### src/shared/fgt_defs.vh
// Constants for the fine gain trim and FIR configuration register slice
`ifndef FGT_DEFS_VH
`define FGT_DEFS_VH

// ****************************************
// Register indices as printed; byte address = index * 4
// ****************************************
`define FGT_IDX_GAIN_B0_DUAL 16'h0352
`define FGT_IDX_GAIN_B1_DUAL 16'h0353
`define FGT_IDX_GAIN_A0_SINGLE 16'h0354
`define FGT_IDX_GAIN_A1_SINGLE 16'h0355
`define FGT_IDX_GAIN_B0_SINGLE 16'h0356
`define FGT_IDX_GAIN_B1_SINGLE 16'h0357
`define FGT_IDX_FIR_CONFIG 16'h0400
`define FGT_IDX_FIR_TAP0 16'h0418
`define FGT_IDX_STATUS 16'h0440

// ****************************************
// Field positions
// ****************************************
`define FGT_GAIN_MSB 4
`define FGT_GAIN_W 5
`define FGT_GAIN_CNT 6
`define FGT_CFG_SHARE 6
`define FGT_CFG_MERGE 5
`define FGT_CFG_SCW_MSB 4
`define FGT_CFG_SCW_LSB 2
`define FGT_CFG_MODE_MSB 1
`define FGT_CFG_MODE_LSB 0
`define FGT_TAP_MSB 11
`define FGT_ST_FUSE_DONE 0
`define FGT_ST_FIR_ON 1
`define FGT_ST_LATE_WR 2
`define FGT_ST_MODE_RSV 3
`define FGT_ST_SER_EN 4

// ****************************************
// Reset values and encodings
// ****************************************
`define FGT_RST_GAIN 5'h00
`define FGT_RST_CFG 7'h00
`define FGT_RST_TAP 12'h000
`define FGT_MODE_OFF 2'h0
`define FGT_MODE_ON 2'h2
`define FGT_SCW_MAX 3'h6
`define FGT_SCW_BIAS 16
`define FGT_RESP_OKAY 2'h0
`define FGT_RESP_SLVERR 2'h2

`endif

### src/hw/fgt_axil_port.v
// AXI4-Lite slave front end issuing single-cycle register strobes
`timescale 1ns/1ps
`include "fgt_defs.vh"
module fgt_axil_port (
	input wire sys_clk,
	input wire reset_n,
	input wire [15:0] s_axi_awaddr,
	input wire s_axi_awvalid,
	output reg s_axi_awready,
	input wire [31:0] s_axi_wdata,
	input wire [3:0] s_axi_wstrb,
	input wire s_axi_wvalid,
	output reg s_axi_wready,
	output reg [1:0] s_axi_bresp,
	output reg s_axi_bvalid,
	input wire s_axi_bready,
	input wire [15:0] s_axi_araddr,
	input wire s_axi_arvalid,
	output reg s_axi_arready,
	output reg [31:0] s_axi_rdata,
	output reg [1:0] s_axi_rresp,
	output reg s_axi_rvalid,
	input wire s_axi_rready,
	input wire wr_allow,
	output wire wr_en,
	output wire [15:0] wr_addr,
	output wire [31:0] wr_data,
	output wire [3:0] wr_strb,
	input wire wr_hit,
	output wire [15:0] rd_addr,
	input wire [31:0] rd_data,
	input wire rd_hit
);
	reg aw_full_reg;
	reg w_full_reg;
	reg ar_full_reg;
	reg [15:0] aw_addr_reg;
	reg [31:0] w_data_reg;
	reg [3:0] w_strb_reg;
	reg [15:0] ar_addr_reg;

	// Write fires only once both halves are held and no answer is pending
	assign wr_en = aw_full_reg & w_full_reg & ~s_axi_bvalid & wr_allow;
	assign wr_addr = aw_addr_reg;
	assign wr_data = w_data_reg;
	assign wr_strb = w_strb_reg;
	assign rd_addr = ar_addr_reg;

	always @(posedge sys_clk) begin
		if (!reset_n) begin
			aw_full_reg <= 1'b0;
			w_full_reg <= 1'b0;
			ar_full_reg <= 1'b0;
			aw_addr_reg <= 16'h0000;
			w_data_reg <= 32'h0000_0000;
			w_strb_reg <= 4'h0;
			ar_addr_reg <= 16'h0000;
			s_axi_awready <= 1'b0;
			s_axi_wready <= 1'b0;
			s_axi_arready <= 1'b0;
			s_axi_bvalid <= 1'b0;
			s_axi_bresp <= `FGT_RESP_OKAY;
			s_axi_rvalid <= 1'b0;
			s_axi_rresp <= `FGT_RESP_OKAY;
			s_axi_rdata <= 32'h0000_0000;
		end else begin
			s_axi_awready <= ~aw_full_reg & ~s_axi_awready;
			s_axi_wready <= ~w_full_reg & ~s_axi_wready;
			s_axi_arready <= ~ar_full_reg & ~s_axi_arready & ~s_axi_rvalid;
			if (s_axi_awvalid && s_axi_awready) begin
				aw_full_reg <= 1'b1;
				aw_addr_reg <= s_axi_awaddr;
			end
			if (s_axi_wvalid && s_axi_wready) begin
				w_full_reg <= 1'b1;
				w_data_reg <= s_axi_wdata;
				w_strb_reg <= s_axi_wstrb;
			end
			if (wr_en) begin
				aw_full_reg <= 1'b0;
				w_full_reg <= 1'b0;
				s_axi_awready <= 1'b0;
				s_axi_wready <= 1'b0;
				s_axi_bvalid <= 1'b1;
				s_axi_bresp <= wr_hit ? `FGT_RESP_OKAY : `FGT_RESP_SLVERR;
			end else if (s_axi_bvalid && s_axi_bready) begin
				s_axi_bvalid <= 1'b0;
			end
			if (s_axi_arvalid && s_axi_arready) begin
				ar_full_reg <= 1'b1;
				ar_addr_reg <= s_axi_araddr;
			end
			if (ar_full_reg && !s_axi_rvalid) begin
				ar_full_reg <= 1'b0;
				s_axi_rvalid <= 1'b1;
				s_axi_rdata <= rd_data;
				s_axi_rresp <= rd_hit ? `FGT_RESP_OKAY : `FGT_RESP_SLVERR;
			end else if (s_axi_rvalid && s_axi_rready) begin
				s_axi_rvalid <= 1'b0;
			end
		end
	end
endmodule // fgt_axil_port

### src/hw/fgt_regs.v
// Fine gain trim and programmable FIR configuration register slice
//
// Functional notes
// - B dual-mode bank trims: 5 bits, upper reserved
// - Four separate single-mode trims, A and B banks
// - Trim defaults come from fuse memory after reset
// - Share bit: B filter uses A coefficients
// - Merge bit: one filter, one interleaved stream
// - Side weight scales non-center taps, 2^(w-16)
// - Mode 0 off, 2 on, 1 and 3 reserved
// - Tap 0: 12-bit signed, first filter tap
//
// Added by the designer: the AXI4-Lite slave port.
`timescale 1ns/1ps
`include "fgt_defs.vh"
module fgt_regs (
	input wire sys_clk,
	input wire reset_n,
	input wire [15:0] s_axi_awaddr,
	input wire [2:0] s_axi_awprot,
	input wire s_axi_awvalid,
	output wire s_axi_awready,
	input wire [31:0] s_axi_wdata,
	input wire [3:0] s_axi_wstrb,
	input wire s_axi_wvalid,
	output wire s_axi_wready,
	output wire [1:0] s_axi_bresp,
	output wire s_axi_bvalid,
	input wire s_axi_bready,
	input wire [15:0] s_axi_araddr,
	input wire [2:0] s_axi_arprot,
	input wire s_axi_arvalid,
	output wire s_axi_arready,
	output wire [31:0] s_axi_rdata,
	output wire [1:0] s_axi_rresp,
	output wire s_axi_rvalid,
	input wire s_axi_rready,
	output reg [2:0] fuse_addr,
	input wire [4:0] fuse_data,
	input wire serial_out_enable,
	output wire [4:0] fine_gain_b_bank0_dual,
	output wire [4:0] fine_gain_b_bank1_dual,
	output wire [4:0] fine_gain_a_bank0_single,
	output wire [4:0] fine_gain_a_bank1_single,
	output wire [4:0] fine_gain_b_bank0_single,
	output wire [4:0] fine_gain_b_bank1_single,
	output reg fir_active,
	output reg coef_share,
	output reg filter_merge,
	output reg [2:0] side_coef_weight,
	output reg [4:0] side_lsb_neg_exp,
	output reg [11:0] fir_coef_tap0,
	output reg fuse_load_done
);
	// ****************************************
	// Local state codes
	// ****************************************
	localparam ST_FUSE_ADDR = 2'd0;
	localparam ST_FUSE_DATA = 2'd1;
	localparam ST_RUN = 2'd2;

	localparam SEL_NONE = 3'd0;
	localparam SEL_GAIN = 3'd1;
	localparam SEL_CFG = 3'd2;
	localparam SEL_TAP = 3'd3;
	localparam SEL_STAT = 3'd4;

	// ****************************************
	// Address decode helpers
	// ****************************************
	// Word index of a byte address; low bits must be zero
	function [15:0] word_idx;
		input [15:0] addr;
		begin
			word_idx = {2'b00, addr[15:2]};
		end
	endfunction

	function [2:0] reg_sel;
		input [15:0] addr;
		reg [15:0] idx;
		begin
			idx = word_idx(addr);
			reg_sel = SEL_NONE;
			if (addr[1:0] != 2'b00)
				reg_sel = SEL_NONE;
			else if (idx >= `FGT_IDX_GAIN_B0_DUAL && idx <= `FGT_IDX_GAIN_B1_SINGLE)
				reg_sel = SEL_GAIN;
			else if (idx == `FGT_IDX_FIR_CONFIG)
				reg_sel = SEL_CFG;
			else if (idx == `FGT_IDX_FIR_TAP0)
				reg_sel = SEL_TAP;
			else if (idx == `FGT_IDX_STATUS)
				reg_sel = SEL_STAT;
		end
	endfunction

	// Slot 0..5 of the trim array, in printed order
	function [2:0] gain_slot;
		input [15:0] addr;
		reg [15:0] diff;
		begin
			diff = word_idx(addr) - `FGT_IDX_GAIN_B0_DUAL;
			gain_slot = diff[2:0];
		end
	endfunction

	// ****************************************
	// Storage
	// ****************************************
	reg [4:0] gain_reg [0:5];
	reg [6:0] cfg_reg;
	reg [11:0] tap0_reg;
	reg [1:0] state_reg;
	reg [2:0] fuse_cnt_reg;
	reg late_wr_reg;
	reg ser_meta_reg;
	reg ser_sync_reg;

	wire wr_en;
	wire [15:0] wr_addr;
	wire [31:0] wr_data;
	wire [3:0] wr_strb;
	wire [15:0] rd_addr;
	reg [31:0] rd_data;
	reg rd_hit;
	wire [2:0] wr_sel;
	wire [2:0] rd_sel;
	wire wr_hit;
	wire fir_write;

	assign wr_sel = reg_sel(wr_addr);
	assign rd_sel = reg_sel(rd_addr);
	assign wr_hit = (wr_sel != SEL_NONE);
	assign fir_write = wr_en && (wr_sel == SEL_CFG || wr_sel == SEL_TAP);

	assign fine_gain_b_bank0_dual = gain_reg[0];
	assign fine_gain_b_bank1_dual = gain_reg[1];
	assign fine_gain_a_bank0_single = gain_reg[2];
	assign fine_gain_a_bank1_single = gain_reg[3];
	assign fine_gain_b_bank0_single = gain_reg[4];
	assign fine_gain_b_bank1_single = gain_reg[5];

	// ****************************************
	// Bus front end
	// ****************************************
	// Protection bits carry no meaning here
	fgt_axil_port fgt_axil_port_inst (
		.sys_clk(sys_clk),
		.reset_n(reset_n),
		.s_axi_awaddr(s_axi_awaddr),
		.s_axi_awvalid(s_axi_awvalid),
		.s_axi_awready(s_axi_awready),
		.s_axi_wdata(s_axi_wdata),
		.s_axi_wstrb(s_axi_wstrb),
		.s_axi_wvalid(s_axi_wvalid),
		.s_axi_wready(s_axi_wready),
		.s_axi_bresp(s_axi_bresp),
		.s_axi_bvalid(s_axi_bvalid),
		.s_axi_bready(s_axi_bready),
		.s_axi_araddr(s_axi_araddr),
		.s_axi_arvalid(s_axi_arvalid),
		.s_axi_arready(s_axi_arready),
		.s_axi_rdata(s_axi_rdata),
		.s_axi_rresp(s_axi_rresp),
		.s_axi_rvalid(s_axi_rvalid),
		.s_axi_rready(s_axi_rready),
		.wr_allow(state_reg == ST_RUN),
		.wr_en(wr_en),
		.wr_addr(wr_addr),
		.wr_data(wr_data),
		.wr_strb(wr_strb),
		.wr_hit(wr_hit),
		.rd_addr(rd_addr),
		.rd_data(rd_data),
		.rd_hit(rd_hit)
	);

	// ****************************************
	// Serial output enable synchroniser
	// ****************************************
	always @(posedge sys_clk) begin
		if (!reset_n) begin
			ser_meta_reg <= 1'b0;
			ser_sync_reg <= 1'b0;
		end else begin
			ser_meta_reg <= serial_out_enable;
			ser_sync_reg <= ser_meta_reg;
		end
	end

	// ****************************************
	// Fuse load sequencer and register writes
	// ****************************************
	// Fuse read has one cycle of latency; bus writes wait until done
	integer i;
	always @(posedge sys_clk) begin
		if (!reset_n) begin
			state_reg <= ST_FUSE_ADDR;
			fuse_cnt_reg <= 3'd0;
			fuse_addr <= 3'd0;
			fuse_load_done <= 1'b0;
			for (i = 0; i < `FGT_GAIN_CNT; i = i + 1)
				gain_reg[i] <= `FGT_RST_GAIN;
			cfg_reg <= `FGT_RST_CFG;
			tap0_reg <= `FGT_RST_TAP;
			late_wr_reg <= 1'b0;
		end else begin
			case (state_reg)
			ST_FUSE_ADDR: begin
				fuse_addr <= fuse_cnt_reg;
				state_reg <= ST_FUSE_DATA;
			end
			ST_FUSE_DATA: begin
				gain_reg[fuse_cnt_reg] <= fuse_data;
				if (fuse_cnt_reg == 3'd5) begin
					state_reg <= ST_RUN;
					fuse_load_done <= 1'b1;
				end else begin
					fuse_cnt_reg <= fuse_cnt_reg + 3'd1;
					state_reg <= ST_FUSE_ADDR;
				end
			end
			ST_RUN: begin
				if (wr_en && wr_strb[0]) begin
					case (wr_sel)
					SEL_GAIN: begin
						gain_reg[gain_slot(wr_addr)] <= wr_data[4:0];
					end
					SEL_CFG: begin
						cfg_reg <= wr_data[6:0];
					end
					SEL_TAP: begin
						tap0_reg[7:0] <= wr_data[7:0];
					end
					default: begin
					end
					endcase
				end
				if (wr_en && wr_strb[1] && wr_sel == SEL_TAP)
					tap0_reg[11:8] <= wr_data[11:8];
				// Sticky flag: new event wins over a write-one clear
				if (fir_write && ser_sync_reg)
					late_wr_reg <= 1'b1;
				else if (wr_en && wr_strb[0] && wr_sel == SEL_STAT &&
					wr_data[`FGT_ST_LATE_WR])
					late_wr_reg <= 1'b0;
			end
			default: begin
				state_reg <= ST_FUSE_ADDR;
			end
			endcase
		end
	end

	// ****************************************
	// Filter control outputs
	// ****************************************
	// Reserved modes keep the filter off, so only code 2 runs it
	wire mode_on;
	wire [2:0] scw;
	assign mode_on = (cfg_reg[`FGT_CFG_MODE_MSB:`FGT_CFG_MODE_LSB] == `FGT_MODE_ON);
	assign scw = cfg_reg[`FGT_CFG_SCW_MSB:`FGT_CFG_SCW_LSB];

	always @(posedge sys_clk) begin
		if (!reset_n) begin
			fir_active <= 1'b0;
			coef_share <= 1'b0;
			filter_merge <= 1'b0;
			side_coef_weight <= 3'd0;
			side_lsb_neg_exp <= 5'd16;
			fir_coef_tap0 <= `FGT_RST_TAP;
		end else begin
			fir_active <= mode_on;
			if (mode_on) begin
				coef_share <= cfg_reg[`FGT_CFG_SHARE];
				filter_merge <= cfg_reg[`FGT_CFG_MERGE];
				side_coef_weight <= scw;
				side_lsb_neg_exp <= 5'd16 - {2'b00, scw};
				fir_coef_tap0 <= tap0_reg;
			end else begin
				// Bypass: settings are held off the datapath
				coef_share <= 1'b0;
				filter_merge <= 1'b0;
				side_coef_weight <= 3'd0;
				side_lsb_neg_exp <= 5'd16;
				fir_coef_tap0 <= `FGT_RST_TAP;
			end
		end
	end

	// ****************************************
	// Read mux
	// ****************************************
	// Reserved bits are not stored and read as zero
	always @* begin
		rd_data = 32'h0000_0000;
		rd_hit = 1'b1;
		case (rd_sel)
		SEL_GAIN: begin
			rd_data[4:0] = gain_reg[gain_slot(rd_addr)];
		end
		SEL_CFG: begin
			rd_data[6:0] = cfg_reg;
		end
		SEL_TAP: begin
			rd_data[11:0] = tap0_reg;
		end
		SEL_STAT: begin
			rd_data[`FGT_ST_FUSE_DONE] = fuse_load_done;
			rd_data[`FGT_ST_FIR_ON] = fir_active;
			rd_data[`FGT_ST_LATE_WR] = late_wr_reg;
			rd_data[`FGT_ST_MODE_RSV] = cfg_reg[0];
			rd_data[`FGT_ST_SER_EN] = ser_sync_reg;
		end
		default: begin
			rd_hit = 1'b0;
		end
		endcase
	end
endmodule // fgt_regs

### config.mk
export PLATFORM = sky130hd
export DESIGN_NAME = fgt_regs
export DESIGN_NICKNAME = d
export VERILOG_FILES = /design/src/hw/fgt_axil_port.v /design/src/hw/fgt_regs.v
export VERILOG_INCLUDE_DIRS = /design/src /design/src/shared
export SDC_FILE = /design/constraint.sdc
export NUM_CORES = 1
export LEC_CHECK = 0
export BUFFER_PORTS_ARGS = -buffer_cell sky130_fd_sc_hd__buf_2
export CELL_PAD_IN_SITES_DETAIL_PLACEMENT = 0
export CELL_PAD_IN_SITES_GLOBAL_PLACEMENT = 1
export CORE_MARGIN = 5
export CORE_UTILIZATION = 40
export CTS_CLUSTER_DIAMETER = 60
export DETAILED_ROUTE_END_ITERATION = 8
export PLACE_DENSITY_LB_ADDON = 0.25
export SLEW_MARGIN = 30
export SYNTH_ARGS = -nofsm -noshare
export SYNTH_HDL_FRONTEND = slang
export SYNTH_SLANG_ARGS = --single-unit
### constraint.sdc
create_clock -name sys_clk -period 2.95 [get_ports sys_clk]
set_clock_uncertainty 0.2 [all_clocks]
set_input_delay 0.1475 -clock sys_clk [delete_from_list [all_inputs] [get_ports sys_clk]]
set_output_delay 0.1475 -clock sys_clk [all_outputs]
set_load 0.05 [all_outputs]
==> flow_metrics.env, run 1 <==
export IMPL_slowest_stage="or4b_4"
export IMPL_status="finished, final reports clean"
export IMPL_synth_most_common_cell="nand2_1"
export IMPL_synth_area_top_cells="dfxtp_1 34%, edfxtp_1 17%, nand2_1 7.0%, a21boi_0 6.1%, mux2i_1 5.6%"
export IMPL_portBuffers=134
export IMPL_power_switching_share_pct=27.0
export IMPL_worst_pin_slew_ps=830
export IMPL_yosysTopAreaCell="dfxtp_1"
export IMPL_place_area_um2=7810
export IMPL_rsz0062_at_grt="false"
export IMPL_yosys_cell_types_count=64
export IMPL_postRouteAntennaNets=0
export IMPL_finalHoldViolations=0
export IMPL_synth_area_per_cell_um2=9.92
export IMPL_crit_fanout=7
export IMPL_drc=0
export IMPL_wl_um=18500
export IMPL_grt_pass1_wl_um=29800
export IMPL_synth_top_area_share_pct=34.5
export IMPL_antenna_found_initial=0
export IMPL_dieArea_um2=20300
export IMPL_ys_warn_count=0
export IMPL_root_buffer="clkbuf_16"
export IMPL_synthFlopType="dfxtp_1"
export IMPL_grt_max_degree=46
export IMPL_numCtsBuffers=17
export IMPL_cp_arrival_ps=2520
export IMPL_crit_type="reg2reg"
export IMPL_slowest_delay_ps=560
export IMPL_cts_resized=0
export IMPL_largest_reg_flops=40
export IMPL_drive_above_1_share_pct=21.9
export IMPL_syn_instance_count=708
export IMPL_vdd_drop_max_v=0.000395
export IMPL_htreeDepth=4
export IMPL_ctsLongestPathBuffers=2
export IMPL_core_um2=17200
export IMPL_cts_clk_slew_worst_paths_ps=70
export IMPL_synth_edf_count=40
export IMPL_synth_area_um2=7020
export IMPL_dr_pass1_iters=5
export IMPL_power_switching_uw=1390
export IMPL_via_per_inst=5.04
export IMPL_post_drt_wl_per_cell_um=16.5
export IMPL_post_cts_setup_buffers=0
export IMPL_fin_setup_tns_ps=0
export IMPL_groute_usage_overall_pct=18.5
export IMPL_yosys_area_share_simple_pct=23.3
export IMPL_area_delta_synth_final_pct=27.0
export IMPL_synth_top_family_by_area="simple AND/OR/NAND/NOR gates"
export IMPL_initial_utilization_pct=40.7
export IMPL_holdCritPathClass="in2reg"
export IMPL_io_pins=185
export IMPL_layout_nets=977
export IMPL_synth_seq_cells=161
export IMPL_gr_total_overflow=0
export IMPL_crit_path_start_kind="flip-flop"
export IMPL_async_flop_share_pct=0
export IMPL_p_int_uw=3760
export IMPL_p_clk_share_pct=41.5
export IMPL_route_vias_total=5667
export IMPL_synthMuxAreaShare_pct=5.56
export IMPL_synth_xor_area_share_pct=0.125
export IMPL_clk_latency_ps=420
export IMPL_comb_power_share_pct=11.7
export IMPL_insertedDiodeCount=0
export IMPL_fin_area_um2=8920
export IMPL_path_buf_inv=0
export IMPL_hpwlAfterDp_um=13700
export IMPL_num_rows=48
export IMPL_ys_seq_area_share_pct=51.6
export IMPL_synthAdderAreaFrac_pct=0.713
export IMPL_leakagePower_uw=0.00360
export IMPL_max_cap_violations=0
export IMPL_power_density_nw_per_um2=578
export IMPL_clock_sinks=161
export IMPL_crit_family="simple AND/OR/NAND/NOR gates"
export IMPL_die_height_um=143
export IMPL_cts_tree="yes"
export IMPL_setup_violations=0
export IMPL_cp_required_ps=2860
export IMPL_fill_cells=1586
export IMPL_final_max_slew_viol_count=0
export IMPL_relSlewSlack_pct=44.7
export IMPL_pwr_share_seq_pct=46.7
export IMPL_hold_buffers=53
export IMPL_post_route_period_util_pct=88.4
export IMPL_fmax_mhz=384
export IMPL_crit_path_cell_trace="nand4b_1, or4b_4, nor4_4, o2111ai_1, nand2_1"
export IMPL_drtIter0Drc=296
export IMPL_min_period_ps=2610
export IMPL_synthTopCellsByCount="131 x nand2_1, 121 x dfxtp_1, 57 x a21boi_0, 40 x edfxtp_1, 39 x mux2i_1"
export IMPL_die_w_um=143
export IMPL_place_gp_congestion=0.832
export IMPL_grt_pass1_vias=5675
export IMPL_synth_compound_area_share_pct=13.2
export IMPL_cp_end_kind="flip-flop"
==> per-layer routing <==
layer	global-route usage [%]	wire, um	share of wire [%]
met1	24.4	8190	44
met2	30.3	8990	49
met3	3.63	1020	5.5
met4	6.80	329	1.8
met5	0	0	0
==> layout by cell type, fill, tap and decap left out, types with 4 or more instances in the layout <==
| cell | n |
|---|---|
| buf_2 | 134 |
| nand2_1 | 131 |
| dfxtp_1 | 121 |
| a21boi_0 | 57 |
| dlygate4sd3_1 | 53 |
| edfxtp_1 | 40 |
| mux2i_1 | 39 |
| nor2_1 | 38 |
| and2_1 | 25 |
| nor2b_1 | 24 |
| conb_1 | 22 |
| nand3_1 | 17 |
| clkbuf_16 | 17 |
| nor3_1 | 16 |
| inv_1 | 13 |
| o21ai_0 | 12 |
| buf_4 | 12 |
| a22oi_1 | 10 |
| nor4_4 | 7 |
| a21oi_1 | 7 |
| nor4_1 | 6 |
| a22o_1 | 5 |
| or4_1 | 4 |
| a222oi_1 | 4 |
| o31a_1 | 4 |
| o21ai_1 | 4 |
| ha_1 | 4 |
| inv_6 | 4 |
==> power by group through the flow <==
stage                     logic (uW)  clock network, uW  registers (uW)
final                            604               2140            2410
after CTS                        606               2190            2410
after global routing             653               2290            2420
after detailed placement         551                  0            2460
after global placement           541                  0            2450
after floorplan                  334                  0            2530
==> stage by stage <==
| step | hold slack (ps) | util [%] | instances | total power (uW) | setup WS (ps) |
|---|---|---|---|---|---|
| final | 110 | 51.7 | 1124 | 5150 | 342 |
| after global routing | 120 | 51.7 | 1124 | 5370 | 196 |
| after CTS | 98.0 | 51.7 | 1124 | 5210 | 370 |
| after detailed placement | 169 | 45.3 | 1039 | 3010 | 387 |
| after global placement | 168 | 45.3 | 1039 | 2990 | 428 |
| after floorplan | 74.8 | - | 729 | 2870 | 364 |
==> cell type report <==
| cell class | instances | area [um^2] | share of cell area, % |
|---|---|---|---|
| timing repair buffer | 199 | 1290 | 14.5 |
| inverter | 13 | 48.8 | 0.547 |
| clock inverter | 12 | 120 | 1.35 |
| sequential | 161 | 3620 | 40.6 |
| multi-input combinational | 494 | 3090 | 34.7 |
| clock buffer | 20 | 457 | 5.12 |
| tap | 225 | 282 | 3.16 |
==> worst reg2reg max path: cells and delay by family (launching register included) <==
family | cells | cell delay [ps]
AND/OR/NAND/NOR | 4 | 1400
AO/OA/AOI/OAI | 1 | 330
flip-flops | 1 | 360
==> cells by family after synthesis <==
group / after synthesis
and+or+nand+nor: 302
DFF: 161
adders and majority gates: 4
AOI/OAI and AO/OA: 126
xor gates and xnor gates: 1
other: 1
buffers and inverters: 74
muxes: 39
==> worst paths after layout <==
check                                               endpoint  slack [ps]  cells past startpoint                                        from
worst max-delay path            gain_reg[0][0]$_SDFFCE_PN0P_         340                      5  fgt_axil_port_inst.wr_addr[5]$_SDFFE_PN0P_
worst min-delay path            gain_reg[3][1]$_SDFFCE_PN0P_         110                      3                                fuse_data[1]
worst max register to register  gain_reg[0][0]$_SDFFCE_PN0P_         340                      5  fgt_axil_port_inst.wr_addr[5]$_SDFFE_PN0P_
worst min register to register       ser_sync_reg$_SDFF_PN0_         240                      1                     ser_meta_reg$_SDFF_PN0_
No activity file was read; power rests on OpenSTA's default activity.
==> run 2: changes to the inputs <==
--- a/config.mk
+++ b/config.mk
@@ -7,12 +7,14 @@
 export NUM_CORES = 1
 export LEC_CHECK = 0
 export BUFFER_PORTS_ARGS = -buffer_cell sky130_fd_sc_hd__buf_2
+export CAP_MARGIN = 0
 export CELL_PAD_IN_SITES_DETAIL_PLACEMENT = 0
 export CELL_PAD_IN_SITES_GLOBAL_PLACEMENT = 1
 export CORE_MARGIN = 5
 export CORE_UTILIZATION = 40
 export CTS_CLUSTER_DIAMETER = 60
 export DETAILED_ROUTE_END_ITERATION = 8
+export MAX_ROUTING_LAYER = met4
 export PLACE_DENSITY_LB_ADDON = 0.25
 export SLEW_MARGIN = 30
 export SYNTH_ARGS = -nofsm -noshare
==> flow_metrics.env, run 2 (same netlist as run 1, synthesis figures left out) <==
export IMPL_status="finished, final reports clean"
export IMPL_rsz0062_at_grt="false"
export IMPL_min_period_ps=2600
export IMPL_core_um2=17200
export IMPL_drtIter0Drc=284
export IMPL_crit_path_start_kind="flip-flop"
export IMPL_die_height_um=143
export IMPL_drive_above_1_share_pct=21.9
export IMPL_initial_utilization_pct=40.7
export IMPL_grt_max_degree=46
export IMPL_mostFrequentLayoutCells="134 x buf_2, 131 x nand2_1, 121 x dfxtp_1"
export IMPL_grt_pass1_vias=5673
export IMPL_place_ws_ps=387
export IMPL_clock_sinks=161
export IMPL_cp_required_ps=2860
export IMPL_layout_nets=977
export IMPL_drc=0
export IMPL_setup_ws_ps=349
export IMPL_crit_fanout=7
export IMPL_clk_latency_ps=430
export IMPL_dieArea_um2=20300
export IMPL_crit_type="reg2reg"
export IMPL_final_max_slew_viol_count=0
export IMPL_finalHoldViolations=0
export IMPL_cts_tree="yes"
export IMPL_dr_pass1_iters=4
export IMPL_die_w_um=143
export IMPL_leakagePower_uw=0.00360
export IMPL_grt_pass1_wl_um=29800
export IMPL_fin_setup_tns_ps=0
export IMPL_groute_usage_overall_pct=19.0
export IMPL_hpwlAfterDp_um=13700
export IMPL_antenna_found_initial=0
export IMPL_htreeDepth=4
export IMPL_cts_clk_slew_worst_paths_ps=70
export IMPL_post_drt_wl_per_cell_um=16.5
export IMPL_wl_um=18500
export IMPL_num_rows=48
export IMPL_holdCritPathClass="in2reg"
export IMPL_numCtsBuffers=17
export IMPL_setup_violations=0
export IMPL_gr_total_overflow=0
export IMPL_ctsLongestPathBuffers=2
export IMPL_io_pins=185
export IMPL_portBuffers=134
export IMPL_largest_reg_flops=40
export IMPL_root_buffer="clkbuf_16"
export IMPL_worst_pin_slew_ps=830
export IMPL_insertedDiodeCount=0
export IMPL_relSlewSlack_pct=44.7
export IMPL_via_per_inst=5.05
export IMPL_fmax_mhz=384
export IMPL_area_delta_synth_final_pct=27.0
export IMPL_final_common_cell="buf_2"
export IMPL_power_density_nw_per_um2=578
export IMPL_route_vias_total=5674
export IMPL_post_route_period_util_pct=88.2
export IMPL_postRouteAntennaNets=0
export IMPL_cts_resized=0
export IMPL_place_gp_congestion=0.845
export IMPL_max_cap_violations=0
export IMPL_cp_end_kind="flip-flop"
export IMPL_cp_arrival_ps=2510
export IMPL_vdd_drop_max_v=0.000401
## run 2: cell counts in the layout (fill, tap and decap cells not counted)
Identical to the previous run, type by type.
## run 2: layout make-up
type	count	area, um^2
fillers	1586	8320
flip-flops and latches	161	3620
multi-input cells	494	3090
repair buffers	199	1290
clock buffers	20	457
well taps	225	282
clock inverters	12	120
inverters	13	48.8
## run 2: worst paths after layout
path,from,slack [ps],to,cells after the start
worst min-delay path,fuse_data[1],110,gain_reg[3][1]$_SDFFCE_PN0P_,3
worst max register to register,fgt_axil_port_inst.wr_addr[5]$_SDFFE_PN0P_,350,gain_reg[0][0]$_SDFFCE_PN0P_,5
worst max-delay path,fgt_axil_port_inst.wr_addr[5]$_SDFFE_PN0P_,350,gain_reg[0][0]$_SDFFCE_PN0P_,5
worst min register to register,ser_meta_reg$_SDFF_PN0_,240,ser_sync_reg$_SDFF_PN0_,1
## run 2: worst max-delay path: stages (launching register included)
cell and delay, ps:
dfxtp_1 360, nand4b_1 190, or4b_4 560, nor4_4 360
o2111ai_1 330, nand2_1 280
## run 2: what timing repair did
item | in CTS | in global routing
endpoints found under the setup margin | 0 | 0
hold buffers | 53 | 0
setup buffers | 0 | 0
hold endpoints to repair | 49 | 0
## run 2: report_power, final
group          switching (uW)  internal, uW  leakage [uW]
logic                     402           201       0.00192
clock network             920          1230      0.000289
registers                75.2          2330       0.00139
total                    1400          3760       0.00360
## run 2: metal layers
layer / GRT usage, % / vias up / share of wire, %
met1: 24.5 / 2680 / 45
li1: - / 2800 / -
met3: 3.16 / 23 / 4.8
met5: - / - / 0
met2: 30.4 / 171 / 48
met4: 6.80 / 0 / 1.9
## run 2: metrics by stage
step                      util (%)  cell area [um^2]  total power (uW)  hold slack [ps]  std cells
after floorplan                  -              7100              2870             74.8        729
after global placement        45.3              7810              2990              168       1039
after detailed placement      45.3              7810              3010              169       1039
after CTS                     51.7              8920              5210             98.0       1124
after global routing          51.7              8920              5370              120       1124
final                         51.7              8920              5160              108       1124
==> run 3: changes to the inputs <==
--- a/config.mk
+++ b/config.mk
@@ -11,12 +11,12 @@
 export CELL_PAD_IN_SITES_DETAIL_PLACEMENT = 0
 export CELL_PAD_IN_SITES_GLOBAL_PLACEMENT = 1
 export CORE_MARGIN = 5
-export CORE_UTILIZATION = 40
+export CORE_UTILIZATION = 27
 export CTS_CLUSTER_DIAMETER = 60
 export DETAILED_ROUTE_END_ITERATION = 8
 export MAX_ROUTING_LAYER = met4
 export PLACE_DENSITY_LB_ADDON = 0.25
-export SLEW_MARGIN = 30
+export SLEW_MARGIN = 5
 export SYNTH_ARGS = -nofsm -noshare
 export SYNTH_HDL_FRONTEND = slang
 export SYNTH_SLANG_ARGS = --single-unit
==> flow_metrics.env, run 3 (same netlist as run 1, synthesis figures left out) <==
export IMPL_wl_um=20000
export IMPL_cp_arrival_ps=2630
export IMPL_post_drt_wl_per_cell_um=16.1
export IMPL_p_total_uw=5150
export IMPL_core_um2=25800
export IMPL_crit_type="reg2reg"
export IMPL_die_height_um=171
export IMPL_route_vias_total=5603
export IMPL_io_pins=185
export IMPL_crit_path_start_kind="flip-flop"
export IMPL_gr_total_overflow=0
export IMPL_initial_utilization_pct=27.2
export IMPL_insertedDiodeCount=0
export IMPL_max_cap_violations=0
export IMPL_fin_hold_ws_ps=87.4
export IMPL_slowest_delay_ps=600
export IMPL_postRouteAntennaNets=0
export IMPL_place_ws_ps=234
export IMPL_crit_path_cell_trace="nor4_1, or4b_4, nor4_4, o211ai_1, nand2_1"
export IMPL_clock_sinks=161
export IMPL_min_period_ps=2710
export IMPL_power_density_nw_per_um2=565
export IMPL_holdPathEnd="gain_reg[3][1]$_SDFFCE_PN0P_"
export IMPL_utilization_pct=35.3
export IMPL_final_max_slew_viol_count=0
export IMPL_drive_above_1_share_pct=22.6
export IMPL_setup_ws_ps=240
export IMPL_cts_resized=0
export IMPL_cp_end_kind="flip-flop"
export IMPL_htreeDepth=4
export IMPL_rsz0062_at_grt="false"
export IMPL_largest_reg_flops=40
export IMPL_finalHoldViolations=0
export IMPL_place_gp_congestion=0.840
export IMPL_r2r_setup_slack_ps=240
export IMPL_antenna_found_initial=0
export IMPL_cp_required_ps=2870
export IMPL_mostFrequentLayoutCells="134 x buf_2, 131 x nand2_1, 121 x dfxtp_1"
export IMPL_slowest_stage="or4b_4"
export IMPL_relSlewSlack_pct=51.9
export IMPL_clk_latency_ps=430
export IMPL_layout_nets=987
export IMPL_die_w_um=171
export IMPL_drtIter0Drc=338
export IMPL_vdd_drop_max_v=0.000292
export IMPL_grt_max_degree=37
export IMPL_grt_pass1_wl_um=31100
export IMPL_via_per_inst=4.50
export IMPL_status="finished, final reports clean"
export IMPL_ctsLongestPathBuffers=2
export IMPL_hpwlAfterDp_um=15000
export IMPL_crit_fanout=8
export IMPL_fmax_mhz=369
export IMPL_worst_pin_slew_ps=722
export IMPL_numCtsBuffers=17
export IMPL_r2r_end="gain_reg[2][2]$_SDFFCE_PN0P_"
export IMPL_dr_pass1_iters=5
export IMPL_cts_clk_slew_worst_paths_ps=70
export IMPL_r2r_start="fgt_axil_port_inst.wr_addr[3]$_SDFFE_PN0P_"
export IMPL_grt_pass1_vias=5605
export IMPL_area_delta_synth_final_pct=29.9
export IMPL_setup_violations=0
export IMPL_min_path_cells=3
export IMPL_hold_start="fuse_data[1]"
export IMPL_reg2regPathDepth=5
export IMPL_holdCritPathClass="in2reg"
export IMPL_final_common_cell="buf_2"
export IMPL_dieArea_um2=29300
export IMPL_drc=0
export IMPL_fin_setup_tns_ps=0
export IMPL_groute_usage_overall_pct=14.2
export IMPL_leakagePower_uw=0.00363
export IMPL_num_rows=59
export IMPL_post_route_period_util_pct=91.9
export IMPL_root_buffer="clkbuf_16"
export IMPL_cts_tree="yes"
export IMPL_portBuffers=134
-- run 3: cell types whose count changed in the layout (fill, tap and decap cells not counted) --
| cell | delta |
|---|---|
| buf_4 | +7 |
| clkinvlp_4 | +4 |
| dlygate4sd3_1 | +3 |
| clkbuf_8 | -2 |
| clkinv_4 | -2 |
| bufinv_16 | -1 |
| clkbuf_1 | -1 |
| clkbuf_16 | +1 |
| inv_4 | -1 |
| inv_6 | +1 |
| inv_8 | +1 |
-- run 3: metrics by stage --
| step | cell area [um^2] | std cells |
|---|---|---|
| floorplan | 7100 | 729 |
| global placement | 8000 | 1156 |
| detailed placement | 8000 | 1156 |
| CTS | 9130 | 1244 |
| global route | 9130 | 1244 |
| finish | 9130 | 1244 |
-- run 3: what timing repair did --
item                      4_1_cts  5_1_grt
hold buffers                   56        0
setup buffers                   0        0
hold endpoints to repair       55        0
-- run 3: critical path, delay by kind of cell (launching register included) --
kind	cells	cell delay (ps)
compound gates	1	350
flops	1	460
simple gates	4	1380
-- run 3: worst max path at each step --
stage	start	end	slack (ps)	cells past startpoint
floorplan	fgt_axil_port_inst.wr_addr[8]$_SDFFE_PN0P_	gain_reg[4][0]$_SDFFCE_PN0P_	360	6
global placement	fgt_axil_port_inst.wr_addr[3]$_SDFFE_PN0P_	gain_reg[2][0]$_SDFFCE_PN0P_	270	5
detailed placement	fgt_axil_port_inst.wr_addr[3]$_SDFFE_PN0P_	gain_reg[2][4]$_SDFFCE_PN0P_	230	5
CTS	fgt_axil_port_inst.wr_addr[3]$_SDFFE_PN0P_	gain_reg[2][4]$_SDFFCE_PN0P_	230	5
global route	fgt_axil_port_inst.wr_addr[3]$_SDFFE_PN0P_	gain_reg[0][2]$_SDFFCE_PN0P_	100	5
finish	fgt_axil_port_inst.wr_addr[3]$_SDFFE_PN0P_	gain_reg[2][2]$_SDFFCE_PN0P_	240	5
-- run 3: cell type report --
cell class              instances  area, um^2
fillers                      2716       16700
flip-flops and latches        161        3620
multi-input cells             494        3090
repair buffers                209        1370
inverters                      13        48.8
well taps                     335         419
clock buffers                  18         450
clock inverters                14         116
-- run 3: routing by layer --
layer,vias up,track usage [%],wire [um]
met5,-,-,0
met2,125,23.3,9730
met3,18,2.94,794
li1,2820,-,-
met4,0,3.79,276
met1,2640,17.9,9210
-- run 3: report_power, final --
part | internal, uW | switching, uW
Combinational | 207 | 409
Clock | 1150 | 979
Sequential | 2330 | 77.1
Total | 3690 | 1460
